`src/msf_pkg.sv`:
```
// Shared constants for the monitor stack frame block
package msf_pkg;
    localparam int unsigned MSF_DW       = 8;
    localparam int unsigned MSF_PCW      = 16;
    localparam int unsigned MSF_SPW      = 16;
    localparam int unsigned MSF_RAM_AW   = 8;
    // Frame offsets above the stack pointer left after entry
    localparam logic [2:0]  MSF_OFS_H    = 3'h1;
    localparam logic [2:0]  MSF_OFS_CCR  = 3'h2;
    localparam logic [2:0]  MSF_OFS_A    = 3'h3;
    localparam logic [2:0]  MSF_OFS_XL   = 3'h4;
    localparam logic [2:0]  MSF_OFS_PCH  = 3'h5;
    localparam logic [2:0]  MSF_OFS_PCL  = 3'h6;
    // Five bytes from interrupt stacking plus the index high byte
    localparam logic [2:0]  MSF_FRAME_N  = 3'h6;
    localparam logic [15:0] MSF_SP_RESET = 16'h00ff;
    localparam logic [15:0] MSF_SP_READ_ADJ = 16'h0001;

    typedef enum logic [3:0] {
        MSF_IDLE = 4'b0001,
        MSF_PUSH = 4'b0010,
        MSF_MON  = 4'b0100,
        MSF_POP  = 4'b1000
    } msf_state_t;
endpackage

```
`src/msf_stack_ram.sv`:
```
// Byte-wide stack memory with registered read port
`timescale 1ns/1ps
`default_nettype none
module msf_stack_ram #(
    parameter int unsigned AW = 8,
    parameter int unsigned DW = 8
) (
    input  wire logic          clk,
    input  wire logic          we,
    input  wire logic [AW-1:0] addr,
    input  wire logic [DW-1:0] wdata,
    output logic      [DW-1:0] rdata
);
    logic [DW-1:0] mem [0:(1<<AW)-1];

    always_ff @(posedge clk) begin
        if (we) begin
            mem[addr] <= wdata;
        end
    end

    // Read-before-write: a read in the write cycle returns the old byte
    always_ff @(posedge clk) begin
        rdata <= mem[addr];
    end
endmodule
`default_nettype wire

```
`src/msf_top.sv`:
```
// Monitor-mode stack frame save, host edit and restore engine
`timescale 1ns/1ps
`default_nettype none
module msf_top
    import msf_pkg::*;
#(
    parameter int unsigned RAM_AW = MSF_RAM_AW
) (
    input  wire logic               clk,
    input  wire logic               reset,
    input  wire logic               enter_monitor,
    input  wire logic               run_cmd,
    input  wire logic               read_stack_pointer_cmd,
    input  wire logic               host_wr,
    input  wire logic               host_rd,
    input  wire logic [MSF_SPW-1:0] host_addr,
    input  wire logic [MSF_DW-1:0]  host_wdata,
    input  wire logic [MSF_PCW-1:0] core_pc,
    input  wire logic [MSF_DW-1:0]  core_a,
    input  wire logic [MSF_DW-1:0]  core_xl,
    input  wire logic [MSF_DW-1:0]  core_h,
    input  wire logic [MSF_DW-1:0]  core_ccr,
    input  wire logic [MSF_SPW-1:0] core_sp,
    output logic                    in_monitor_q,
    output logic                    busy_q,
    output logic      [MSF_SPW-1:0] sp_read_q,
    output logic                    sp_read_valid_q,
    output logic      [MSF_DW-1:0]  host_rdata_q,
    output logic                    host_rdata_valid_q,
    output logic                    resume_q,
    output logic      [MSF_PCW-1:0] resume_pc_q,
    output logic      [MSF_DW-1:0]  resume_a_q,
    output logic      [MSF_DW-1:0]  resume_xl_q,
    output logic      [MSF_DW-1:0]  resume_h_q,
    output logic      [MSF_DW-1:0]  resume_ccr_q,
    output logic      [MSF_SPW-1:0] resume_sp_q
);
    msf_state_t         state_q;
    logic [2:0]         step_q;
    logic [MSF_SPW-1:0] sp_q;
    logic [MSF_PCW-1:0] pc_cap_q;
    logic [MSF_DW-1:0]  a_cap_q;
    logic [MSF_DW-1:0]  xl_cap_q;
    logic [MSF_DW-1:0]  h_cap_q;
    logic [MSF_DW-1:0]  ccr_cap_q;
    logic               host_rd_pend_q;

    logic               ram_we;
    logic [RAM_AW-1:0]  ram_addr;
    logic [MSF_DW-1:0]  ram_wdata;
    logic [MSF_DW-1:0]  ram_rdata;

    // Interrupt stacking order, then the index high byte last
    function automatic logic [MSF_DW-1:0] push_byte(input logic [2:0] step);
        case (step)
            3'h0:    push_byte = pc_cap_q[7:0];
            3'h1:    push_byte = pc_cap_q[15:8];
            3'h2:    push_byte = xl_cap_q;
            3'h3:    push_byte = a_cap_q;
            3'h4:    push_byte = ccr_cap_q;
            default: push_byte = h_cap_q;
        endcase
    endfunction

    always_comb begin
        ram_we    = 1'b0;
        ram_addr  = host_addr[RAM_AW-1:0];
        ram_wdata = host_wdata;
        case (state_q)
            MSF_PUSH: begin
                // Post-decrement stack: write at SP, then SP moves down
                ram_we    = 1'b1;
                ram_addr  = sp_q[RAM_AW-1:0];
                ram_wdata = push_byte(step_q);
            end
            MSF_POP: begin
                ram_addr = RAM_AW'(sp_q + MSF_SPW'(step_q) + 16'h0001);
            end
            MSF_MON: begin
                ram_we = host_wr;
            end
            default: begin
                ram_we = 1'b0;
            end
        endcase
    end

    msf_stack_ram #(
        .AW (RAM_AW),
        .DW (MSF_DW)
    ) u_ram (
        .clk   (clk),
        .we    (ram_we),
        .addr  (ram_addr),
        .wdata (ram_wdata),
        .rdata (ram_rdata)
    );

    // Sequencer
    always_ff @(posedge clk) begin
        if (reset) begin
            state_q <= MSF_IDLE;
            step_q  <= 3'h0;
        end else begin
            case (state_q)
                MSF_IDLE: begin
                    step_q <= 3'h0;
                    if (enter_monitor) begin
                        state_q <= MSF_PUSH;
                    end
                end
                MSF_PUSH: begin
                    if (step_q == MSF_FRAME_N - 3'h1) begin
                        step_q  <= 3'h0;
                        state_q <= MSF_MON;
                    end else begin
                        step_q <= step_q + 3'h1;
                    end
                end
                MSF_MON: begin
                    // Run is refused while a host read is still pending
                    if (run_cmd && !host_rd_pend_q) begin
                        step_q  <= 3'h0;
                        state_q <= MSF_POP;
                    end
                end
                MSF_POP: begin
                    if (step_q == MSF_FRAME_N) begin
                        step_q  <= 3'h0;
                        state_q <= MSF_IDLE;
                    end else begin
                        step_q <= step_q + 3'h1;
                    end
                end
                default: begin
                    state_q <= MSF_IDLE;
                    step_q  <= 3'h0;
                end
            endcase
        end
    end

    // Stack pointer tracks pushes and pops
    always_ff @(posedge clk) begin
        if (reset) begin
            sp_q <= MSF_SP_RESET;
        end else if (state_q == MSF_IDLE && enter_monitor) begin
            sp_q <= core_sp;
        end else if (state_q == MSF_PUSH) begin
            sp_q <= sp_q - 16'h0001;
        end else if (state_q == MSF_POP && step_q == MSF_FRAME_N) begin
            sp_q <= sp_q + MSF_SPW'(MSF_FRAME_N);
        end
    end

    // Core state is captured once so a moving core cannot tear the frame
    always_ff @(posedge clk) begin
        if (reset) begin
            pc_cap_q  <= 16'h0000;
            a_cap_q   <= 8'h00;
            xl_cap_q  <= 8'h00;
            h_cap_q   <= 8'h00;
            ccr_cap_q <= 8'h00;
        end else if (state_q == MSF_IDLE && enter_monitor) begin
            pc_cap_q  <= core_pc;
            a_cap_q   <= core_a;
            xl_cap_q  <= core_xl;
            h_cap_q   <= core_h;
            ccr_cap_q <= core_ccr;
        end
    end

    // Restore: byte read at step k-1 arrives at step k, offset k
    always_ff @(posedge clk) begin
        if (reset) begin
            resume_pc_q  <= 16'h0000;
            resume_a_q   <= 8'h00;
            resume_xl_q  <= 8'h00;
            resume_h_q   <= 8'h00;
            resume_ccr_q <= 8'h00;
        end else if (state_q == MSF_POP) begin
            case (step_q)
                MSF_OFS_H:   resume_h_q          <= ram_rdata;
                MSF_OFS_CCR: resume_ccr_q        <= ram_rdata;
                MSF_OFS_A:   resume_a_q          <= ram_rdata;
                MSF_OFS_XL:  resume_xl_q         <= ram_rdata;
                MSF_OFS_PCH: resume_pc_q[15:8]   <= ram_rdata;
                MSF_OFS_PCL: resume_pc_q[7:0]    <= ram_rdata;
                default:     resume_h_q          <= resume_h_q;
            endcase
        end
    end

    always_ff @(posedge clk) begin
        if (reset) begin
            resume_q    <= 1'b0;
            resume_sp_q <= MSF_SP_RESET;
        end else begin
            resume_q <= (state_q == MSF_POP) && (step_q == MSF_FRAME_N);
            if (state_q == MSF_POP && step_q == MSF_FRAME_N) begin
                resume_sp_q <= sp_q + MSF_SPW'(MSF_FRAME_N);
            end
        end
    end

    // Host access and stack pointer read while parked in monitor mode
    always_ff @(posedge clk) begin
        if (reset) begin
            sp_read_q          <= 16'h0000;
            sp_read_valid_q    <= 1'b0;
            host_rd_pend_q     <= 1'b0;
            host_rdata_q       <= 8'h00;
            host_rdata_valid_q <= 1'b0;
        end else begin
            sp_read_valid_q <= (state_q == MSF_MON) && read_stack_pointer_cmd;
            if (state_q == MSF_MON && read_stack_pointer_cmd) begin
                sp_read_q <= sp_q + MSF_SP_READ_ADJ;
            end
            host_rd_pend_q     <= (state_q == MSF_MON) && host_rd && !host_wr && !run_cmd;
            host_rdata_valid_q <= host_rd_pend_q;
            if (host_rd_pend_q) begin
                host_rdata_q <= ram_rdata;
            end
        end
    end

    always_ff @(posedge clk) begin
        if (reset) begin
            in_monitor_q <= 1'b0;
            busy_q       <= 1'b0;
        end else begin
            in_monitor_q <= (state_q == MSF_MON && !(run_cmd && !host_rd_pend_q))
                            || (state_q == MSF_PUSH && step_q == MSF_FRAME_N - 3'h1);
            busy_q       <= (state_q == MSF_IDLE && enter_monitor)
                            || (state_q == MSF_PUSH && step_q != MSF_FRAME_N - 3'h1)
                            || (state_q == MSF_MON && run_cmd && !host_rd_pend_q)
                            || (state_q == MSF_POP && step_q != MSF_FRAME_N);
        end
    end
endmodule
`default_nettype wire

```
`config.mk`:
```
export PLATFORM = sky130hd
export DESIGN_NAME = msf_top
export DESIGN_NICKNAME = d
export VERILOG_FILES = /design/src/msf_pkg.sv /design/src/msf_stack_ram.sv /design/src/msf_top.sv
export SDC_FILE = /design/constraint.sdc
export NUM_CORES = 2
export LEC_CHECK = 0
export ABC_AREA = 1
export ABC_CLOCK_PERIOD_IN_PS = 36900
export BUFFER_PORTS_ARGS = -buffer_cell sky130_fd_sc_hd__buf_2
export CORE_MARGIN = 4
export CORE_UTILIZATION = 45
export CTS_CLUSTER_SIZE = 12
export DETAILED_ROUTE_END_ITERATION = 8
export PLACE_DENSITY_LB_ADDON = 0.08
export SLEW_MARGIN = 20
export SYNTH_ARGS = -nofsm -noshare
export SYNTH_HDL_FRONTEND = slang
export SYNTH_SLANG_ARGS = --single-unit
export TNS_END_PERCENT = 1
```
`constraint.sdc`:
```
create_clock -name clk -period 36.9 [get_ports clk]
set_input_delay 0 -clock clk [delete_from_list [all_inputs] [get_ports clk]]
set_output_delay 0 -clock clk [all_outputs]
set_load 0.05 [all_outputs]
```
# Word level (Yosys, flattened, before mapping)
# Memory sizes are Yosys's and may differ from the RTL's. A register that Yosys moved wholly into a read port is not among the register bits.
# Cells that the tools add are included.
# totals
reg_bits	165
latch_bits	0
mem_bits_rw	2048
rom_bits	0
in_bits	95
output_inout_bits	93
wordCells	94
memories	1
# mem_list
memory	words	width	rd	rd_clocked_by_memory_dff	write_ports	line_no	rtl
u_ram.mem	256	8	1	1	1	msf_stack_ram.sv:14	logic [DW-1:0] mem [0:(1<<AW)-1];
# classes
add_sub_neg	6
mul	0
div	0
magnitude_cmp	0
n_eq_ne	16
shift	0
muxes	18
n_bitwise	0
reduce_logical	30
# op_table
operator	n
$mux W16	3
$pmux W8 S5	1
$add A16 B1 Y16 const B	1
$add A16 B3 Y16 const B	1
$mux W4	4
$pmux W4 S4	1
$pmux W8 S2	1
$sub A16 B1 Y16 const B	1
$logic_and A1 B1 Y1	13
$reduce_and A2 Y1	6
$eq A3 B3 Y1 const B	3
$mux W3	3
$pmux W3 S3	1
$add A8 B1 Y8 const B	1
$add A8 B3 Y8	1
$mux W8	1
$eq A3 B2 Y1 const B	2
$ne A2 B2 Y1 const B	3
$ne A3 B3 Y1 const B	2
$eq A4 B1 Y1 const B	1
$eq A4 B2 Y1 const B	1
$eq A4 B3 Y1 const B	1
$eq A4 B4 Y1 const B	1
$logic_not A1 Y1	4
other kinds (9)	13

# Depth between registers and ports, before layout
# depth
depth_word	5
ltp_mapped	22
mapped_depth_nobuf	20

# Modules after synthesis
# Synthesis repeated with hierarchy kept, for this count alone.
# unflattened
cells_unflattened	9111
area_unflattened_um2	92536.2
# by_module_without_submodules
mod	n_inst	cells_per_inst	area_per_inst_um2	seq_area_each_um2
msf_stack_ram	1	8021	84856.4	61659.1
msf_top	1	1090	7679.9	3303.2

# Worst setup path before layout
# Ideal clock, no wire load.
# synth_path
kind	flip-flop to flip-flop
start	register step_q[2]
end	memory u_ram.mem[0][0] (data pin)
setup_time_ps	2188
arrival_time_ps	11484
required_time_ps	34712
slack_ps	23228
stages_incl_launch_ff	7
n_path_buf	1
period_less_slack_ps	13672
cell_sequence	dfxtp_1 inv_1 ha_1 clkbuf_1 a211oi_1 a21oi_1 o21ai_0
# synth_via
elab_chain_len	3
word_cells_on_any_way	7
cone_classes	eq/ne: 4; mux: 2; reduce/logical: 1
# synth_lines
item	line_no	rtl
from (decl)	msf_top.sv:39	logic [2:0] step_q;
from (signal assigned)	msf_top.sv:117	step_q <= step_q + 3'h1;
from (signal assigned)	msf_top.sv:132	step_q <= step_q + 3'h1;
$eq A3 B3 Y1, or another cell as far along	msf_top.sv:55	case (step)
$pmux W8 S5 (*)	msf_top.sv:55	
$mux W8 (*)	msf_top.sv:69	case (state_q)
named net ram_wdata[0]	msf_top.sv:50	logic [MSF_DW-1:0] ram_wdata;
to (decl)	msf_stack_ram.sv:14	
# Mark *: on every way through the listed nets, which the timed path passes. The rest lies on a longest branch.

# Worst setup path after layout
# layout_path
start	register sp_q[0]
end	register u_ram.rdata[7], read port of u_ram.mem
# layout_via
elab_chain_len	3
# layout_lines
item	line_no	rtl
from (decl)	msf_top.sv:40	logic [MSF_SPW-1:0] sp_q;
from (signal assigned)	msf_top.sv:148	sp_q <= core_sp;
from (signal assigned)	msf_top.sv:150	sp_q <= sp_q - 16'h0001;
from (signal assigned)	msf_top.sv:152	sp_q <= sp_q + MSF_SPW'(MSF_FRAME_N);
$add A8 B3 Y8	msf_top.sv:77	ram_addr = RAM_AW'(sp_q + MSF_SPW'(step_q) + 16'h0001);
$add A8 B1 Y8	msf_top.sv:77	
$pmux W8 S2 (*)	msf_top.sv:69	
to (decl)	msf_stack_ram.sv:12	output logic [DW-1:0] rdata
# Every way passes the cells marked *; elsewhere a longest branch is shown, timed or not.
# A chain may end at the register's enable or synchronous reset.

==> impl_metrics.ini <==
[final_layout]
drive_gt1_frac = 0.0642
fin_nets = 9825
finish.utilization = 0.509
area_growth_pct = 12.6

[drt]
routedLengthMet1_um = 123000
wl_met2_um = 129000
via_per_inst = 5.25
drtIter0Drc = 6305
wl_per_cell_um = 21.7
met3_length_um = 16100
drt-pass1-iter-count = 6
antenna_left = 0
drcViolationCount = 0
vias = 66821
top_layer_used = met4
wirelength_um = 277000

[logic_synthesis]
syn_area_per_cell_um2 = 9.89
synth-simple-area-share = 0.255
synth_top_flop_cell = edfxtp_1
yosysWarnings = 0
syn_nets = 9684
synthXorXnorAreaFrac = 0.00323
synth_compound_area_frac = 0.0236
synthAdderAreaFrac = 0.00153
syn_inst = 9578
ys_async_sr_fraction = 0
synth_top_family_by_area = simple AND/OR/NAND/NOR gates
synth_seq_area_share = 0.685
yosys-top-cells-area = edfxtp_1 (65%), nand2_1 (20%), dfxtp_1 (3.7%)
ys_seq_elements = 2221
synth_top_cell_area_share = 0.649
yosysUniqueCellTypes = 44
synth.cells.most_frequent = nand2_1 (5070), edfxtp_1 (2048), nor2_1 (565)
yosysTopAreaCell = edfxtp_1
synthMuxAreaShare = 0
synthesis.area_um2 = 94800
synth-edff-count = 2048
synth_most_common_cell = nand2_1

[cts]
htreeDepth = 4
cts_sinks = 2221
root_buffer = clkbuf_16
cts_tree = yes
cts_resized = 0
cts_buffer_depth = 3
cts_buffers = 233
clkSlewWorstSetupHoldPaths_ns = 0.06
worstSkewPairLatency_ns = 0.86

[global_routing]
overflow = 0
grt_max_degree = 174
antenna_found_initial = 12
grt_pass1_wl_um = 410000
grt_pass1_vias = 64055
track_usage = 0.249

[timing]
clock_skew_ns = 0.0517
slew_headroom = 0.278
grt_setup_unrepaired = no
tightest_slew_ns = 1.08
finalSetupViolations = 0
hold_viol = 0
post-route-period-util = 0.176
min_period_ns = 6.51
finalSetupTns_ns = 0
fmax_mhz = 154
drv_slew = 0
fin_ws_ns = 30.39

[worst_setup_path]
critPathMaxFanout = 167
r2r_start = sp_q[0]
r2r_end = u_ram.rdata[7]
crit_path_frequent_cell = nand2_1
crit_arrival_ns = 7.29
worstRegToRegCells = 23
crit_start = sp_q[0]
worstPathRequired_ns = 37.68
crit_path_end_kind = flip-flop
crit_path_cell_trace = inv_1 > ha_1 > inv_1 > nand3_1 > nand2_1 > inv_8 > nand2_8 > buf_12 > buf_4 > buf_12 > buf_4 > nand2_1 > nand2_1 > nand2_1 > nand2_1 > nand2_1 > nand2_1 > o21ai_1 > nand2_1 > nor2_1 > nor2_1 > nor2_1 > nand2_1
cpLargestDelayFamily = buffers and inverters
cpPeakStageDelay_ns = 0.79
crit_type = flip-flop to flip-flop
cp_slowest_cell = buf_4
cp.depth = 23
crit_buf_inv = 7
cp-start-kind = flip-flop
reg2reg_slack_ns = 30.39
timing.critical_path.to = u_ram.rdata[7]

[placement]
place.detailed.hpwl_um = 148000
routabilityCongestion = 0.828
dp_slack_ns = 30.19
io_buffer_count = 179

[floorplan]
die_w_um = 467
pin_count = 188
start_util = 0.452
core_area_um2 = 210000
die-area_um2 = 218000
die_y_um = 467
rows = 168

[pwr]
p_leak_nw = 43.8
p_per_area_nw_per_um2 = 52.7
ir_drop_mv = 0.0484

[worst_hold_path]
hold_path_class = primary input to flip-flop
worstHoldStart = core_sp[2]

[status]
status = complete, no violations

[flow_run]
maxCapViolations = 0
-- sequential cells by signal (all words and copies together), names as in the netlist, 8 cells and up --
register and flops:
ccr_cap_q 8, a_cap_q 8, resume_ccr_q 8, sp_q 16
h_cap_q 8, host_rdata_q 8, sp_read_q 16, resume_xl_q 8
resume_sp_q 16, u_ram.rdata 8, resume_a_q 8, u_ram.mem 2048
resume_h_q 8, pc_cap_q 16, xl_cap_q 8, resume_pc_q 16
-- timing repair --
| item | 4_1_cts | 5_1_grt |
|---|---|---|
| setup buffers | 0 | 0 |
| endpoints found under the hold margin | 221 | 0 |
| hold buffers | 172 | 0 |
-- per-stage QoR --
| step | instances | hold WS, ns | power [mW] | instance area, um^2 |
|---|---|---|---|---|
| 2_1_floorplan | 9578 | 0.0770 | 3.25 | 94800 |
| 3_3_place_gp | 12117 | 0.208 | 3.43 | 97900 |
| 3_5_place_dp | 12117 | 0.199 | 3.43 | 97900 |
| 4_1_cts | 12714 | 0.000370 | 5.66 | 107000 |
| 5_1_grt | 12719 | 0.0779 | 5.83 | 107000 |
| 6_report | 12721 | 0.0888 | 5.62 | 107000 |
-- layer usage --
| layer | GRT usage | vias to the layer above |
|---|---|---|
| met2 | 0.401 | 1972 |
| met4 | 0.0763 | 0 |
| met5 | 0 | - |
| met3 | 0.0326 | 420 |
| li1 | - | 31832 |
| met1 | 0.353 | 32597 |
-- how the worst min path moves through the flow --
stage	cells after the start	slack (ns)	to
final	4	0.09	sp_q[2]
after global routing	4	0.08	sp_q[6]
after CTS	4	0.0004	sp_q[3]
after detailed placement	2	0.20	host_rd_pend_q
after global placement	2	0.21	host_rd_pend_q
after floorplan	1	0.08	host_rd_pend_q
-- worst min-delay path: stages --
cell and delay [ns]:
dlygate4sd3_1 0.52, buf_2 0.13, o21ai_0 0.08, o221ai_1 0.14
-- power breakdown --
| part | internal (mW) | total [mW] | switching [mW] | leakage [nW] |
|---|---|---|---|---|
| combinational | 0.148 | 0.600 | 0.452 | 20.4 |
| clock | 1.25 | 2.22 | 0.965 | 3.47 |
| sequential | 2.78 | 2.80 | 0.0202 | 19.8 |
-- layout make-up --
| class | count | area (um^2) |
|---|---|---|
| Clock inverter | 117 | 853 |
| Timing Repair Buffer | 453 | 3560 |
| Antenna cell | 7 | 17.5 |
| Multi-Input combinational cell | 6685 | 27100 |
| Sequential cell | 2221 | 65000 |
| Inverter | 125 | 493 |
| Fill cell | 19245 | 103000 |
| Clock buffer | 308 | 6240 |
| Tap cell | 2805 | 3510 |
-- kinds of logic after synthesis --
kind of cell | after synthesis
compound gates | 416
xor+xnor | 35
simple gates | 6223
fa+ha+maj | 11
buf+inv | 672
flops | 2221
-- placed cells by master (no fill, tap or decap), drive strengths merged, types with 7 or more instances in the layout --
master / netlist / routed
dlygate4sd3: 0 / 172
dfxtp: 173 / 173
inv: 120 / 126
bufinv: 0 / 11
clkinv: 5 / 105
o22ai: 9 / 9
a221oi: 13 / 13
o21ai: 286 / 286
nor2: 573 / 573
o211ai: 9 / 9
buf: 320 / 281
clkbuf: 227 / 308
diode: 0 / 7
ha: 10 / 10
nand3: 547 / 547
xor2: 34 / 34
a21oi: 76 / 76
edfxtp: 2048 / 2048
nand2: 5082 / 5082
nor3: 11 / 11
Power figures use the tool's default switching activity.
